<file path="src/include/i2c_host_port_pkg.sv">
// Shared constants and types for the two-wire controller host port.
package i2c_host_port_pkg;

    // ---------------------------------------------------------------
    // Clocking and timing
    // ---------------------------------------------------------------
    localparam int CLK_PERIOD_NS = 4;
    localparam int STROBE_NS     = 32;
    localparam int STROBE_CYC    = (STROBE_NS + CLK_PERIOD_NS - 1)
                                   / CLK_PERIOD_NS;
    localparam int SYNC_DEPTH    = 2;
    localparam int MASK_CYC      = STROBE_CYC + SYNC_DEPTH + 1;

    // ---------------------------------------------------------------
    // Control/status word layout and reset values
    // ---------------------------------------------------------------
    localparam int PIN_BIT = 7;
    localparam int ESO_BIT = 6;
    localparam int ES1_BIT = 5;
    localparam int ES2_BIT = 4;
    localparam int ENI_BIT = 3;
    localparam int STA_BIT = 2;
    localparam int STO_BIT = 1;
    localparam int ACK_BIT = 0;
    localparam logic       PIN_RST            = 1'b1;
    localparam logic [7:0] OWN_ADDR_RST       = 8'h00;
    localparam logic [7:0] CLOCK_RST          = 8'h00;
    localparam logic [7:0] VECTOR_RST_STROBE  = 8'h00;
    localparam logic [7:0] VECTOR_RST_DIR_ACK = 8'h0F;

    // Selection by {serial_out_enable, reg_sel_bit_one, reg_sel_bit_two}.
    localparam logic [2:0] SEL_OWN_ADDR = 3'h0;
    localparam logic [2:0] SEL_CLOCK    = 3'h2;
    localparam logic [2:0] SEL_VECTOR   = 3'h1;

    // Synchroniser lane layout and idle levels.
    localparam int               SYNC_W   = 16;
    localparam logic [SYNC_W-1:0] SYNC_RST = 16'hFF00;

    typedef struct packed {
        logic serial_out_enable;
        logic reg_sel_bit_one;
        logic reg_sel_bit_two;
        logic irq_enable_flag;
        logic start;
        logic stop;
        logic ack;
    } ctrl_t;

    typedef enum logic {MODE_STROBE, MODE_DIR_ACK} host_mode_t;
    typedef enum logic [1:0] {ACC_IDLE, ACC_READ, ACC_WRITE} acc_state_t;

endpackage

</file>
<file path="src/rtl/host_pin_sync.sv">
// Two-stage synchroniser bank for the asynchronous host and bus pins.
`timescale 1ns/1ps
`default_nettype none
module host_pin_sync #(
    parameter int         W       = 8,
    parameter logic [W-1:0] RST_VAL = '0
) (
    input  wire logic         mclk_i,
    input  wire logic         srst_i,
    input  wire logic [W-1:0] d_i,
    output logic      [W-1:0] q_o
);
    logic [W-1:0] meta_q;

    // The first stage feeds only the second stage.
    always_ff @(posedge mclk_i) begin
        if (srst_i) begin
            meta_q <= RST_VAL;
            q_o    <= RST_VAL;
        end else begin
            meta_q <= d_i;
            q_o    <= meta_q;
        end
    end
endmodule // host_pin_sync
`default_nettype wire

</file>
<file path="src/rtl/i2c_host_port.sv">
// Parallel host port, interrupt, reset/strobe and serial pin muxing.
// Overview of operation
// - Outside long-distance mode, interrupt acknowledge with interrupts enabled drives the vector on data.
// - Outside long-distance mode, open-drain interrupt asserts when enabled and pending-not is clear.
// - Each completed serial byte clears the pending-not flag.
// - Select 1 picks control/status; 0 picks by control select bits.
// - Reset clears every flag but sets pending-not.
// - Reset pin is open-drain two-way and also drives a strobe.
// - Normally serial data and clock are open-drain two-way lines.
// - Long-distance mode uses four one-way serial lines.
// - Read pin is strobe input, or open-drain transfer acknowledge.
// - Eight-bit two-way data port, driven on reads, sampled on writes.
// - Strobe style by default; write fall without select switches style.
// - Vector defaults 00h, or 0Fh in acknowledge style.
`timescale 1ns/1ps
`default_nettype none
module i2c_host_port
    import i2c_host_port_pkg::*;
(
    input  wire logic       mclk_i,
    input  wire logic       srst_i,
    input  wire logic       cs_n_i,
    input  wire logic       rd_n_i,
    output logic            rd_n_o,
    output logic            rd_oe_o,
    input  wire logic       wr_n_i,
    input  wire logic       reg_select_i,
    input  wire logic [7:0] host_data_i,
    output logic      [7:0] host_data_o,
    output logic            host_data_oe_o,
    input  wire logic       irq_ack_in_n_i,
    output logic            irq_n_o,
    output logic            irq_oe_o,
    input  wire logic       reset_strobe_n_i,
    output logic            reset_strobe_n_o,
    output logic            reset_strobe_oe_o,
    input  wire logic       sda_i,
    output logic            sda_o,
    output logic            sda_oe_o,
    input  wire logic       scl_i,
    output logic            scl_o,
    output logic            scl_oe_o,
    input  wire logic       long_dist_i,
    input  wire logic       sda_low_i,
    input  wire logic       scl_low_i,
    input  wire logic       byte_done_i,
    input  wire logic       strobe_req_i,
    input  wire logic [6:0] status_i,
    input  wire logic [7:0] rx_data_i,
    output ctrl_t           ctrl_o,
    output logic            pin_o,
    output logic      [7:0] own_addr_o,
    output logic      [7:0] clock_sel_o,
    output logic      [7:0] tx_data_o,
    output logic            tx_load_o,
    output logic            rx_taken_o,
    output logic            sda_in_o,
    output logic            scl_in_o,
    output logic            soft_rst_o
);
    // ---------------------------------------------------------------
    // Pin synchronisers
    // ---------------------------------------------------------------
    logic [SYNC_W-1:0] sync_s;
    logic              cs_n_s, rd_n_s, wr_n_s, a0_s;
    logic              irq_ack_in_n_s, rstp_n_s, sda_s, scl_s;
    logic [7:0]        data_s;

    host_pin_sync #(.W(SYNC_W), .RST_VAL(SYNC_RST)) u_sync (
        .mclk_i (mclk_i),
        .srst_i (srst_i),
        .d_i    ({cs_n_i, rd_n_i, wr_n_i, reg_select_i, irq_ack_in_n_i,
                  reset_strobe_n_i, sda_i, scl_i, host_data_i}),
        .q_o    (sync_s)
    );
    assign {cs_n_s, rd_n_s, wr_n_s, a0_s, irq_ack_in_n_s,
            rstp_n_s, sda_s, scl_s, data_s} = sync_s;

    // ---------------------------------------------------------------
    // Reset pin: input reset and output strobe
    // ---------------------------------------------------------------
    logic [7:0] strobe_cnt_q;
    logic [7:0] mask_cnt_q;
    logic       soft_rst;

    // Our own strobe pulls the pin low; the mask outlasts the
    // synchroniser so the strobe never resets the controller itself.
    assign soft_rst = srst_i || (!rstp_n_s && mask_cnt_q == 8'h00);

    always_ff @(posedge mclk_i) begin
        if (srst_i) begin
            strobe_cnt_q <= 8'h00;
            mask_cnt_q   <= 8'h00;
        end else if (strobe_req_i) begin
            strobe_cnt_q <= 8'(STROBE_CYC);
            mask_cnt_q   <= 8'(MASK_CYC);
        end else begin
            if (strobe_cnt_q != 8'h00) strobe_cnt_q <= strobe_cnt_q - 8'h01;
            if (mask_cnt_q != 8'h00) mask_cnt_q <= mask_cnt_q - 8'h01;
        end
    end

    always_ff @(posedge mclk_i) begin
        if (srst_i) begin
            reset_strobe_oe_o <= 1'b0;
            soft_rst_o        <= 1'b1;
        end else begin
            reset_strobe_oe_o <= strobe_req_i || strobe_cnt_q > 8'h01;
            soft_rst_o        <= soft_rst;
        end
    end
    assign reset_strobe_n_o = 1'b0;
    assign rd_n_o           = 1'b0;
    assign irq_n_o          = 1'b0;

    // ---------------------------------------------------------------
    // Interface style detection
    // ---------------------------------------------------------------
    host_mode_t mode_q;
    logic       wr_n_prev_q;
    logic       wr_fall;

    assign wr_fall = wr_n_prev_q && !wr_n_s;

    always_ff @(posedge mclk_i) begin
        if (soft_rst) begin
            mode_q      <= MODE_STROBE;
            wr_n_prev_q <= 1'b1;
        end else begin
            wr_n_prev_q <= wr_n_s;
            if (wr_fall && cs_n_s) mode_q <= MODE_DIR_ACK;
        end
    end

    // ---------------------------------------------------------------
    // Access sequencing
    // ---------------------------------------------------------------
    acc_state_t acc_q;
    logic       a0_q;
    logic [7:0] wdata_q;
    logic       rd_req, wr_req, drive_rd, irq_ack_in_drive, commit;
    ctrl_t      ctrl_q;
    logic       pin_q;
    logic [2:0] sel;
    logic [7:0] vector_q;
    logic [7:0] rd_mux;

    // In acknowledge style the write pin carries direction, high = read.
    assign rd_req = !cs_n_s && ((mode_q == MODE_STROBE) ? !rd_n_s
                                                        : wr_n_s);
    assign wr_req = !cs_n_s && !wr_n_s;
    assign commit = (acc_q == ACC_WRITE) && !wr_req;
    assign drive_rd = rd_req && (acc_q != ACC_WRITE);
    assign irq_ack_in_drive = !irq_ack_in_n_s && ctrl_q.irq_enable_flag
                        && !long_dist_i;
    assign sel = {ctrl_q.serial_out_enable, ctrl_q.reg_sel_bit_one,
                  ctrl_q.reg_sel_bit_two};

    always_ff @(posedge mclk_i) begin
        if (soft_rst) begin
            acc_q   <= ACC_IDLE;
            a0_q    <= 1'b0;
            wdata_q <= 8'h00;
        end else begin
            unique case (acc_q)
                ACC_IDLE: begin
                    a0_q <= a0_s;
                    if (rd_req) acc_q <= ACC_READ;
                    else if (wr_req) acc_q <= ACC_WRITE;
                end
                ACC_READ: begin
                    if (!rd_req) acc_q <= ACC_IDLE;
                end
                ACC_WRITE: begin
                    wdata_q <= data_s;
                    if (!wr_req) acc_q <= ACC_IDLE;
                end
            endcase
        end
    end

    // ---------------------------------------------------------------
    // Registers seen by the host
    // ---------------------------------------------------------------
    logic vec_written_q;

    always_ff @(posedge mclk_i) begin
        if (soft_rst) begin
            ctrl_q        <= '0;
            own_addr_o    <= OWN_ADDR_RST;
            clock_sel_o   <= CLOCK_RST;
            vector_q      <= VECTOR_RST_STROBE;
            vec_written_q <= 1'b0;
        end else begin
            if (mode_q == MODE_STROBE && wr_fall && cs_n_s && !vec_written_q)
                vector_q <= VECTOR_RST_DIR_ACK;
            if (commit && a0_q) begin
                ctrl_q <= '{wdata_q[ESO_BIT], wdata_q[ES1_BIT],
                            wdata_q[ES2_BIT], wdata_q[ENI_BIT],
                            wdata_q[STA_BIT], wdata_q[STO_BIT],
                            wdata_q[ACK_BIT]};
            end else if (commit && !sel[2]) begin
                unique case (sel)
                    SEL_OWN_ADDR: own_addr_o <= wdata_q;
                    SEL_CLOCK:    clock_sel_o <= wdata_q;
                    SEL_VECTOR: begin
                        vector_q      <= wdata_q;
                        vec_written_q <= 1'b1;
                    end
                    default: ;
                endcase
            end
        end
    end

    // Data-register access re-arms the pending-not flag; a byte
    // finishing in the same cycle wins so the event is never lost.
    always_ff @(posedge mclk_i) begin
        if (soft_rst) begin
            pin_q <= PIN_RST;
        end else if (byte_done_i) begin
            pin_q <= 1'b0;
        end else if (commit && a0_q && wdata_q[PIN_BIT]) begin
            pin_q <= 1'b1;
        end else if ((commit || (acc_q == ACC_READ && !rd_req))
                     && !a0_q && sel[2]) begin
            pin_q <= 1'b1;
        end
    end

    always_ff @(posedge mclk_i) begin
        if (soft_rst) begin
            tx_data_o  <= 8'h00;
            tx_load_o  <= 1'b0;
            rx_taken_o <= 1'b0;
        end else begin
            tx_load_o  <= commit && !a0_q && sel[2];
            rx_taken_o <= acc_q == ACC_READ && !rd_req && !a0_q && sel[2];
            if (commit && !a0_q && sel[2]) tx_data_o <= wdata_q;
        end
    end
    assign ctrl_o = ctrl_q;
    assign pin_o  = pin_q;

    // ---------------------------------------------------------------
    // Data port and transfer acknowledge
    // ---------------------------------------------------------------
    always_comb begin
        if (a0_s) begin
            rd_mux = {pin_q, status_i};
        end else if (sel[2]) begin
            rd_mux = rx_data_i;
        end else if (sel == SEL_OWN_ADDR) begin
            rd_mux = own_addr_o;
        end else if (sel == SEL_CLOCK) begin
            rd_mux = clock_sel_o;
        end else if (sel == SEL_VECTOR) begin
            rd_mux = vector_q;
        end else begin
            rd_mux = 8'h00;
        end
    end

    always_ff @(posedge mclk_i) begin
        if (soft_rst) begin
            host_data_o    <= 8'h00;
            host_data_oe_o <= 1'b0;
            rd_oe_o        <= 1'b0;
        end else begin
            host_data_o    <= irq_ack_in_drive ? vector_q : rd_mux;
            host_data_oe_o <= drive_rd || irq_ack_in_drive;
            rd_oe_o        <= mode_q == MODE_DIR_ACK && acc_q != ACC_IDLE
                              && (rd_req || wr_req);
        end
    end

    // ---------------------------------------------------------------
    // Serial pins and interrupt pin
    // ---------------------------------------------------------------
    always_ff @(posedge mclk_i) begin
        if (soft_rst) begin
            sda_o    <= 1'b0;
            sda_oe_o <= 1'b0;
            scl_o    <= 1'b0;
            scl_oe_o <= 1'b0;
            irq_oe_o <= 1'b0;
            sda_in_o <= 1'b1;
            scl_in_o <= 1'b1;
        end else if (long_dist_i) begin
            sda_o    <= !sda_low_i;
            sda_oe_o <= 1'b1;
            scl_o    <= 1'b0;
            scl_oe_o <= 1'b0;
            irq_oe_o <= scl_low_i;
            sda_in_o <= irq_ack_in_n_s;
            scl_in_o <= scl_s;
        end else begin
            sda_o    <= 1'b0;
            sda_oe_o <= sda_low_i;
            scl_o    <= 1'b0;
            scl_oe_o <= scl_low_i;
            irq_oe_o <= ctrl_q.irq_enable_flag && !pin_q;
            sda_in_o <= sda_s;
            scl_in_o <= scl_s;
        end
    end

    // ---------------------------------------------------------------
    // Checks
    // ---------------------------------------------------------------
    property p_irq_ack_in_vector;
        @(posedge mclk_i) disable iff (soft_rst)
        irq_ack_in_drive |=> host_data_oe_o && host_data_o == $past(vector_q);
    endproperty
    a_irq_ack_in_vector: assert property (p_irq_ack_in_vector)
        else $error("vector not driven during acknowledge");

    property p_irq;
        @(posedge mclk_i) disable iff (soft_rst)
        (!long_dist_i && ctrl_q.irq_enable_flag) |=>
            irq_oe_o == !$past(pin_q);
    endproperty
    a_irq: assert property (p_irq)
        else $error("interrupt pin disagrees with pending flag");

    property p_byte_done;
        @(posedge mclk_i) disable iff (soft_rst)
        byte_done_i |=> !pin_q ##1 irq_oe_o || !ctrl_q.irq_enable_flag
                        || long_dist_i;
    endproperty
    a_byte_done: assert property (p_byte_done)
        else $error("completed byte did not clear pending flag");

    property p_sel_status;
        @(posedge mclk_i) disable iff (soft_rst)
        (drive_rd && a0_s && !irq_ack_in_drive) |=>
            host_data_o == {$past(pin_q), $past(status_i)};
    endproperty
    a_sel_status: assert property (p_sel_status)
        else $error("select high did not return control/status");

    property p_reset;
        @(posedge mclk_i)
        srst_i |=> pin_q && ctrl_q == '0 && mode_q == MODE_STROBE
                   && vector_q == VECTOR_RST_STROBE && !host_data_oe_o;
    endproperty
    a_reset: assert property (p_reset)
        else $error("reset state wrong");

    property p_strobe;
        @(posedge mclk_i) disable iff (srst_i)
        strobe_req_i |=> reset_strobe_oe_o [*2] ##1 !soft_rst;
    endproperty
    a_strobe: assert property (p_strobe)
        else $error("strobe not driven or caused a reset");

    property p_long_dist;
        @(posedge mclk_i) disable iff (soft_rst)
        long_dist_i |=> sda_oe_o && !scl_oe_o
                        && sda_o == !$past(sda_low_i);
    endproperty
    a_long_dist: assert property (p_long_dist)
        else $error("long-distance pin roles wrong");

    property p_transfer_ack_out;
        @(posedge mclk_i) disable iff (soft_rst)
        (mode_q == MODE_STROBE) |=> !rd_oe_o;
    endproperty
    a_transfer_ack_out: assert property (p_transfer_ack_out)
        else $error("acknowledge driven in strobe style");

    property p_mode;
        @(posedge mclk_i) disable iff (soft_rst)
        (mode_q == MODE_STROBE && wr_fall && cs_n_s) |=>
            mode_q == MODE_DIR_ACK;
    endproperty
    a_mode: assert property (p_mode)
        else $error("style switch missed");

    property p_hiz;
        @(posedge mclk_i) disable iff (soft_rst)
        (!drive_rd && !irq_ack_in_drive) |=> !host_data_oe_o;
    endproperty
    a_hiz: assert property (p_hiz)
        else $error("data port driven outside a read");

endmodule // i2c_host_port
`default_nettype wire

</file>
<file path="config.mk">
export PLATFORM = sky130hd
export DESIGN_NAME = i2c_host_port
export DESIGN_NICKNAME = d
export VERILOG_FILES = /design/src/include/i2c_host_port_pkg.sv /design/src/rtl/host_pin_sync.sv /design/src/rtl/i2c_host_port.sv
export SDC_FILE = /design/constraint.sdc
export NUM_CORES = 1
export LEC_CHECK = 0
export ABC_AREA = 1
export BUFFER_PORTS_ARGS = -buffer_cell sky130_fd_sc_hd__buf_2
export CAP_MARGIN = 20
export CORE_UTILIZATION = 54
export CTS_CLUSTER_SIZE = 12
export DETAILED_ROUTE_END_ITERATION = 12
export PLACE_DENSITY = 0.79
export SYNTH_ARGS = -nofsm -noshare
export SYNTH_HDL_FRONTEND = slang
export SYNTH_SLANG_ARGS = --single-unit
export TNS_END_PERCENT = 20
</file>
<file path="constraint.sdc">
create_clock -name mclk_i -period 1.8 [get_ports mclk_i]
set_clock_uncertainty 0.2 [all_clocks]
set_input_delay 0.36 -clock mclk_i [delete_from_list [all_inputs] [get_ports mclk_i]]
set_output_delay 0.36 -clock mclk_i [all_outputs]
set_load 0.02 [all_outputs]
</file>
==> results.json, run 1 <==
{
  "status": "complete, no violations",
  "ir_worst_vdd_mv": 0.7708,
  "crit-reg2reg-launch": "mask_cnt_q[2]",
  "hold_depth": 5,
  "final_cells": 838,
  "h-tree-depth": 4,
  "maxSlewViolCount": 0,
  "fin_util": 0.7453,
  "worstPathArrival_ns": 1.99,
  "port_buffers": 89,
  "drive_above_1_share": 0.2619,
  "total_power_mw": 7.643,
  "startpoint_type": "flip-flop",
  "die_w_um": 95.72,
  "ys_async_sr_fraction": 0,
  "worstPathRequired_ns": 1.99,
  "clockBufferDepth": 2,
  "ys_seq_area_frac": 0.5149,
  "grt_pass1_vias": 4034,
  "synth_top_area_frac": 0.5149,
  "globalplace.congestion": 0.8874,
  "rr_endpoint": "clock_sel_o[6]",
  "max_slew.worst_pin.slew_ns": 0.6061,
  "final_nets": 765,
  "synth.most_common_cell": "dfxtp_1",
  "n_antenna_cell": 0,
  "dieArea_sq_mm": 0.009162,
  "drtIter0Drc": 324,
  "grt_overflow": 0,
  "clockRootBuffer": "clkbuf_8",
  "hpwl_um": 7556,
  "postSynthAreaPerCell_sq_um": 8.053,
  "ys_types": 36,
  "syn_inst": 589,
  "synth_edf_count": 0,
  "p_sw_mw": 2.231,
  "synthTopCellsByArea": "dfxtp_1, nor2_1, a21oi_1, nand2_1, inv_1",
  "post-place-cells": 775,
  "period_share": 0.9988,
  "clk_latency_ns": 0.51,
  "vias": 4404,
  "clk_pin_slew_ns": 0.06,
  "synthTopCellsByCount": "dfxtp_1, nor2_1, nand2_1, a21oi_1, inv_1",
  "cts_buffers": 17,
  "track_usage": 0.2627,
  "internal_power_mw": 5.412,
  "cts.sinks": 122,
  "p_leak_nw": 2.960,
  "die-height_um": 95.72,
  "grt_max_degree": 37,
  "fillers": 617,
  "grt_pass1_wl_um": 18060,
  "viasPerCell": 5.255,
  "clock.fmax_mhz": 556.2,
  "yosysWarnings": 0,
  "swShare": 0.2920,
  "start_util": 0.5687,
  "coreArea_sq_mm": 0.008341,
  "path_class": "flip-flop to flip-flop",
  "postLayoutCellArea_sq_mm": 0.006216,
  "p_seq_frac": 0.400,
  "postPlaceCellArea_sq_mm": 0.005293,
  "area_growth_pct": 31.05,
  "power_density_mw_per_mm2": 1230,
  "yosysTopAreaCell": "dfxtp_1",
  "antenna_found_initial": 0,
  "rr_worst_depth": 8,
  "ff2ff_setup_slack_ns": 0.002,
  "io_pins": 94,
  "drt_pass1_iterations": 6,
  "min_from": "status_i[1]",
  "crit_fanout": 18,
  "drt-wirelength-per-cell_um": 14.19,
  "ant_nets": 0,
  "drc": 0,
  "cts_tree": "built",
  "period_needed_ns": 1.798,
  "maxCapViolCount": 0,
  "cp-end-kind": "flip-flop",
  "rows": 33,
  "synth_seq_cells": 122,
  "synthFlopType": "dfxtp_1",
  "routed_wl_um": 11900,
  "setup-violations-final": 0,
  "holdCritPathClass": "input pin to flip-flop",
  "hold_viol_final": 0,
  "combPwrFrac": 0.193,
  "min_to": "host_data_o[1]",
  "netlist_area_sq_mm": 0.004743,
  "maxSlewHeadroom": 0.5954,
  "p_clk_frac": 0.406
}
repair_timing:
action	CTS	global route
hold buffers	27	0
resized for setup	2	10
cloned	0	2
endpoints found under the setup margin	1	46
buffers inserted	0	2
hold endpoints to repair	31	0
pin swaps	0	1
through the flow:
step	TNS [ns]	hold slack, ns	setup WS (ns)
final	0	0.01198	0.002119
after CTS	0	0.0003195	0.005347
after global routing	-0.6626	0.02105	-0.09283
after floorplan	0	0.1883	0.1732
after detailed placement	0	0.1944	0.08143
after global placement	0	0.1899	0.1649
cell families (layout without fill, tap and decap cells):
group / count (synthesis) / after routing / synth area share
xor gates and xnor gates: 6 / 6 / 0.01108
and+or+nand+nor: 242 / 242 / 0.2321
DFF: 122 / 122 / 0.5149
buffers and inverters: 88 / 229 / 0.08309
other: 1 / 4 / 0.0007906
adders and majority gates: 7 / 7 / 0.01846
AOI/OAI and AO/OA: 123 / 123 / 0.1395
flip-flops by register name, indices dropped and copies added, names as in the netlist, 2 cells and up:
signal         cells
ctrl_o             7
tx_data_o          8
u_sync.q_o        16
wdata_q            8
acc_q              2
strobe_cnt_q       8
vector_q           8
u_sync.meta_q     16
own_addr_o         8
host_data_o        8
mask_cnt_q         8
clock_sel_o        8
final cells by class:
type	instances	area, sq um	area share
sequential	122	2449	0.3939
clock buffer	17	414.1	0.06663
tap	105	131.4	0.02114
inverter	64	245.2	0.03945
clock inverter	15	133.9	0.02154
timing repair buffer	133	909.6	0.1463
multi-input combinational	382	1933	0.3110
placed cells by master (no fill, tap or decap), types with 4 or more instances in the layout:
cell type / synthesis / routed
clkinv_2: 0 / 10
a21oi_2: 4 / 4
nand4_1: 6 / 6
nand2_1: 83 / 81
o21ai_0: 35 / 34
ha_1: 7 / 7
nand2_2: 6 / 8
nor2_1: 91 / 89
buf_2: 5 / 88
nor3_1: 7 / 7
conb_1: 1 / 4
o21ai_1: 6 / 7
a21oi_1: 65 / 65
or2_2: 20 / 20
nand3_1: 19 / 18
clkbuf_16: 0 / 18
buf_4: 8 / 13
inv_2: 7 / 7
dfxtp_1: 122 / 119
inv_1: 56 / 56
dlygate4sd3_1: 0 / 27
a31oi_1: 9 / 9
power groups by stage:
stage          Clock [mW]  Combinational [mW]  Sequential [mW]
5_1_grt              3.26                1.64             3.08
3_3_place_gp            0                1.29             3.10
3_5_place_dp            0                1.34             3.11
6_report             3.10                1.48             3.06
4_1_cts              3.11                1.41             3.05
2_1_floorplan           0               0.929             3.17
metal layers:
metal,up-vias,global-route usage,wire [um]
met1,1982,0.3057,4679
li1,2147,-,-
met2,236,0.4530,5886
met3,39,0.07109,952
met4,0,0.1144,377
met5,-,0,0
how the worst max path moves through the flow:
stage	start	to	slack [ns]
3_5_place_dp	mask_cnt_q[0]	own_addr_o[7]	0.08
4_1_cts	ctrl_o[6]	ctrl_o[6]	0.005
3_3_place_gp	mask_cnt_q[0]	host_data_o[3]	0.16
5_1_grt	mask_cnt_q[1]	clock_sel_o[6]	-0.09
6_report	mask_cnt_q[2]	clock_sel_o[6]	0.002
2_1_floorplan	acc_q[0]	tx_data_o[5]	0.17
worst max-delay path, stage by stage (launching register included):
cell       delay [ns]
dfxtp_1          0.33
nor2_1           0.26
nand2_1          0.15
nor2_4           0.14
a21oi_4          0.08
buf_12           0.14
clkbuf_16        0.17
o21ai_1          0.12
a21oi_1          0.08
(Power assumes the default switching activity.)
==> inputs of run 2 (changes only) <==
Settings changed: CORE_UTILIZATION 54 to 38, PLACE_DENSITY 0.79 to 0.6.
==> run 2 against run 1 <==
Utilization is 24 points lower. Via count is 6.3% lower. Die area is 41% higher. Clock power hardly changed. Critical endpoint is now ctrl_o[6]. Largest power group unchanged.
==> results.json, run 2 (synthesized netlist as in run 1, its figures left out) <==
{
  "mostFrequentLayoutCell": "dfxtp_1",
  "ant_nets": 0,
  "clk_latency_ns": 0.41,
  "status": "complete, no violations",
  "dp_slack_ns": 0.08899,
  "antenna_found_initial": 0,
  "drive_above_1_share": 0.2517,
  "vias": 4127,
  "clockRootBuffer": "clkbuf_16",
  "max_slew.worst_pin.slew_ns": 0.5095,
  "maxSlewHeadroom": 0.6577,
  "h-tree-depth": 4,
  "globalplace.congestion": 0.8348,
  "worstPathRequired_ns": 1.24,
  "clockBufferDepth": 2,
  "rows": 40,
  "startpoint_type": "flip-flop",
  "seqCellArea_sq_mm": 0.002445,
  "maxCapViolCount": 0,
  "dieArea_sq_mm": 0.01293,
  "final_nets": 755,
  "final_cell_mix": "dfxtp_1, nor2_1, buf_2",
  "hpwl_um": 8047,
  "postPlaceCellArea_sq_mm": 0.005406,
  "grt_overflow": 0,
  "maxSlewViolCount": 0,
  "grt_pass1_wl_um": 18150,
  "grt_pass1_vias": 3891,
  "start_util": 0.3916,
  "slowest_delay_ns": 0.40,
  "grt_max_degree": 39,
  "coreArea_sq_mm": 0.01211,
  "track_usage": 0.1838,
  "power_density_mw_per_mm2": 1230,
  "ir_worst_vdd_mv": 0.5724,
  "cts_tree": "built",
  "drt_pass1_iterations": 4,
  "path_class": "flip-flop to output port",
  "crit_fanout": 9,
  "period_share": 0.9555,
  "drc": 0,
  "period_needed_ns": 1.720,
  "clk_pin_slew_ns": 0.05,
  "cts.sinks": 122,
  "routed_wl_um": 11030,
  "multi_input_area_sq_mm": 0.001921,
  "path_buf_inv": 2,
  "cts_buffers": 17,
  "die-height_um": 113.7,
  "drt-wirelength-per-cell_um": 12.38,
  "cp-end-kind": "output port",
  "p_leak_nw": 2.893,
  "fillers": 1189,
  "n_antenna_cell": 0,
  "viasPerCell": 4.632,
  "setup_ws_ns": 0.08007,
  "drtIter0Drc": 384,
  "port_buffers": 89,
  "final_cells": 891,
  "rsz0062_at_grt": "no",
  "setup_tns_ns": 0,
  "path_cells": "buf_4 -> buf_2",
  "path_delay_family": "flip-flops",
  "hold_viol_final": 0,
  "io_pins": 94,
  "holdCritPathClass": "input pin to flip-flop",
  "postLayoutCellArea_sq_mm": 0.006135,
  "area_growth_pct": 29.33,
  "setup-violations-final": 0,
  "cpMaxStageDelayCell": "dfxtp_2",
  "clock.fmax_mhz": 581.4,
  "die_w_um": 113.7,
  "biggestRegsByFlops": "u_sync.meta_q (16), u_sync.q_o (16)",
  "post-place-cells": 841,
  "worstPathArrival_ns": 1.16
}
run 2: changes by cell type in the layout (fill, tap and decap cells not counted), sizes merged:
cell,previous run,this run
clkinvlp,2,1
dlygate4sd3,27,18
buf,104,105
clkinv,12,8
bufinv,2,1
clkbuf,19,23
run 2: timing repair:
item,CTS,global route
hold buffers,18,0
gates resized for setup,1,3
endpoints found under the hold margin,18,0
setup endpoints to repair,1,12
buffers inserted,0,0
run 2: metrics by stage:
step,power (mW),hold slack [ns],util
final,7.545,0.01475,0.5065
after detailed placement,4.481,0.1940,0.4464
after global routing,7.964,0.01351,0.5065
after CTS,7.608,0.007947,0.5060
after floorplan,4.096,0.1883,-
after global placement,4.437,0.1939,0.4464
run 2: final timing paths:
kind | slack (ns) | from | cells past startpoint | to
setup / recovery | 0.08 | ctrl_o[6] | 2 | ctrl_o[6]
setup reg to reg | 0.13 | mask_cnt_q[0] | 8 | tx_data_o[0]
hold / removal | 0.01 | srst_i | 2 | mask_cnt_q[1]
hold reg to reg | 0.20 | u_sync.meta_q[0] | 2 | u_sync.q_o[0]
run 2: metal layers:
metal,part of all wire,vias to the layer above,track usage,wire length [um]
met5,0,-,0,0
met4,0.026,0,0.09035,287
met3,0.059,21,0.05260,650
met2,0.47,122,0.2951,5132
met1,0.45,1854,0.2262,4960
li1,-,2130,-,-
run 2: layout make-up:
cell class,count,share of cell area
clock inverter,9,0.01183
clock buffer,23,0.07628
timing repair buffer,123,0.1256
sequential,122,0.3985
tap,168,0.03426
multi-input combinational,382,0.3131
inverter,64,0.04038
run 2: power breakdown:
| group | switching (mW) | total (mW) | leakage [nW] | internal, mW |
|---|---|---|---|---|
| registers | 0.140 | 3.06 | 1.00 | 2.92 |
| logic | 0.873 | 1.41 | 1.62 | 0.538 |
| clock network | 1.13 | 3.07 | 0.270 | 1.95 |
| total | 2.14 | 7.54 | 2.89 | 5.40 |
==> inputs of run 3 (changes only) <==
Settings changed: ABC_AREA 1 to 0, MAX_ROUTING_LAYER from default to met4.
==> run 3 against run 2 <==
The flow now finishes with violations (setup timing). Synthesized cell count shrank 17%. Sequential power shrank 3%. Sequential share of layout area shrank 1.7 points. Cell area grew 4.5%. Total power shrank 6.2%. Die area shrank 0.73%. Wire length grew 0.25%. Fmax shrank 8.5%. Cell count shrank 9.4%. Sequential cell count is the same.
==> results.json, run 3 <==
{
  "holdCritPathClass": "input pin to flip-flop",
  "combPwrFrac": 0.143,
  "ys_types": 49,
  "grt_overflow": 0,
  "cts.sinks": 122,
  "power_density_mw_per_mm2": 1104,
  "biggestRegsByFlops": "u_sync.meta_q (16), u_sync.q_o (16)",
  "final_nets": 672,
  "port_buffers": 89,
  "grt_pass1_vias": 3747,
  "track_usage": 0.1860,
  "grt_max_degree": 39,
  "startpoint_type": "flip-flop",
  "clk_pin_slew_ns": 0.05,
  "setup_ws_ns": -0.07905,
  "cts_buffers": 17,
  "mostFrequentLayoutCell": "dfxtp_1",
  "rows": 40,
  "io_pins": 94,
  "hold_viol_final": 0,
  "die-height_um": 113.3,
  "synthTopCellsByArea": "dfxtp_1, mux2i_1, nor2_1, nor2b_1, or2_2",
  "period_needed_ns": 1.879,
  "fin_util": 0.5314,
  "drt_pass1_iterations": 4,
  "clockRootBuffer": "clkbuf_16",
  "post_cts_buffers": 0,
  "postLayoutCellArea_sq_mm": 0.006410,
  "ir_worst_vdd_mv": 0.5330,
  "p_seq_frac": 0.419,
  "violations": "setup timing",
  "ys_async_sr_fraction": 0,
  "synth_seq_cells": 122,
  "worstPathArrival_ns": 1.92,
  "cp-end-kind": "flip-flop",
  "routed_wl_um": 11060,
  "postSynthAreaPerCell_sq_um": 9.628,
  "p_sw_mw": 1.753,
  "synth.most_common_cell": "dfxtp_1",
  "die_w_um": 113.3,
  "h-tree-depth": 4,
  "coreArea_sq_mm": 0.01206,
  "drive_above_1_share": 0.3099,
  "yosys.area_share.simple": 0.1852,
  "cts_tree": "built",
  "worstPathRequired_ns": 1.85,
  "ys_seq_area_frac": 0.5187,
  "crit_fanout": 19,
  "synth_top_area_frac": 0.5187,
  "clockBufferDepth": 2,
  "maxSlewHeadroom": 0.6594,
  "drt-wirelength-per-cell_um": 13.70,
  "maxCapViolCount": 0,
  "maxSlewViolCount": 0,
  "hpwl_um": 7418,
  "path_class": "flip-flop to flip-flop",
  "synth_top_family_by_area": "simple AND/OR/NAND/NOR gates",
  "yosysTopAreaCell": "dfxtp_1",
  "internal_power_mw": 5.325,
  "n_antenna_cell": 0,
  "synthFlopType": "dfxtp_1",
  "setup-violations-final": 59,
  "clk_latency_ns": 0.41,
  "period_share": 1.044,
  "syn_inst": 489,
  "start_util": 0.3904,
  "total_power_mw": 7.078,
  "globalplace.congestion": 0.8277,
  "yosys.area_share.adder": 0.01860,
  "synthTopCellsByCount": "dfxtp_1, nor2_1, mux2i_1, nand2_1",
  "grt_pass1_wl_um": 17860,
  "vias": 3835,
  "clock.fmax_mhz": 532.2,
  "rsz0062_at_grt": "yes",
  "swShare": 0.2477,
  "dieArea_sq_mm": 0.01284,
  "synth_xor_xnor_area_share": 0.02046,
  "p_clk_frac": 0.438,
  "synth_compound_area_frac": 0.1042,
  "p_leak_nw": 2.882,
  "muxShareOfSynthArea": 0.1063,
  "final_cell_mix": "dfxtp_1, buf_2, nor2_1",
  "postPlaceCellArea_sq_mm": 0.005577,
  "synth_edf_count": 0,
  "max_slew.worst_pin.slew_ns": 0.5097,
  "netlist_area_sq_mm": 0.004708,
  "viasPerCell": 4.752,
  "antenna_found_initial": 0,
  "status": "complete, but fails checks",
  "drtIter0Drc": 189,
  "drc": 0,
  "yosysWarnings": 0,
  "ant_nets": 0,
  "area_growth_pct": 36.14
}
[run 3: cell count changes in the layout (fill, tap and decap cells not counted), moves of 6 or more]
cell,change
a21o_1,+8
o21ai_0,-17
mux2i_1,+50
nand2_2,-7
inv_1,-41
buf_4,+15
nor2b_1,+19
nor2_1,-15
nand3_1,-10
nand2b_1,+6
nand2_1,-59
a21oi_1,-48
[run 3: worst paths after layout]
path | to | startpoint | depth (start not counted) | slack (ns)
worst min register to register | u_sync.q_o[13] | u_sync.meta_q[13] | 1 | 0.21
worst max-delay path | host_data_o[4] | mask_cnt_q[1] | 7 | -0.08
worst max register to register | host_data_o[4] | mask_cnt_q[1] | 7 | -0.08
worst min-delay path | scl_oe_o | long_dist_i | 2 | 0.02
[run 3: final cells by class]
| cell class | instances | area, sq um |
|---|---|---|
| inverter | 19 | 73.82 |
| multi-input combinational | 322 | 2132 |
| sequential | 122 | 2447 |
| timing repair buffer | 145 | 1001 |
| clock inverter | 10 | 75.07 |
| clock buffer | 21 | 470.5 |
| tap | 168 | 210.2 |
| fill | 1112 | 5652 |
[run 3: logic make-up (layout without fill, tap and decap cells)]
group           count (synthesis)  count (layout)
other cells                     1               4
xor+xnor                       11              11
compound gates                 75              75
buf+inv                        48             195
mux                            50              50
simple gates                  175             175
fa+ha+maj                       7               7
flops                         122             122
[run 3: power groups by stage]
stage / Combinational [mW] / Clock (mW) / Sequential, mW
after floorplan: 0.626 / 0 / 3.02
after global placement: 0.907 / 0 / 3.01
after detailed placement: 0.927 / 0 / 3.01
after CTS: 0.969 / 3.16 / 2.96
after global routing: 1.13 / 3.31 / 2.98
final: 1.01 / 3.10 / 2.97
[run 3: metrics by stage]
step / setup TNS (ns) / setup WS (ns) / hold slack, ns / std cells
after floorplan: -0.1249 / -0.02872 / 0.1863 / 492
after global placement: -2.146 / -0.06339 / 0.2004 / 756
after detailed placement: -5.417 / -0.1095 / 0.1954 / 756
after CTS: -6.218 / -0.1217 / 0.005404 / 806
after global routing: -5.547 / -0.1285 / 0.02095 / 807
final: -1.916 / -0.07905 / 0.02299 / 807
[run 3: metal layers]
| metal | track usage | up-vias | routed length (um) |
|---|---|---|---|
| li1 | - | 1929 | - |
| met1 | 0.2151 | 1778 | 5120 |
| met2 | 0.2867 | 100 | 5063 |
| met3 | 0.06267 | 28 | 577 |
| met4 | 0.09561 | 0 | 298 |
| met5 | - | - | 0 |
[run 3: what timing repair did]
| item | in CTS | in global routing |
|---|---|---|
| gates resized for setup | 5 | 16 |
| gates cloned | 0 | 1 |
| hold endpoints to repair | 20 | 0 |
| setup endpoints to repair | 71 | 75 |
| pin swaps | 1 | 2 |
| hold buffers | 19 | 0 |
[run 3: worst max-delay path, stage by stage (launching register included)]
cell	delay, ns
dfxtp_2	0.32
inv_2	0.07
ha_4	0.13
or4b_4	0.45
o21a_4	0.23
buf_12	0.15
o21ai_1	0.07
a31oi_1	0.08
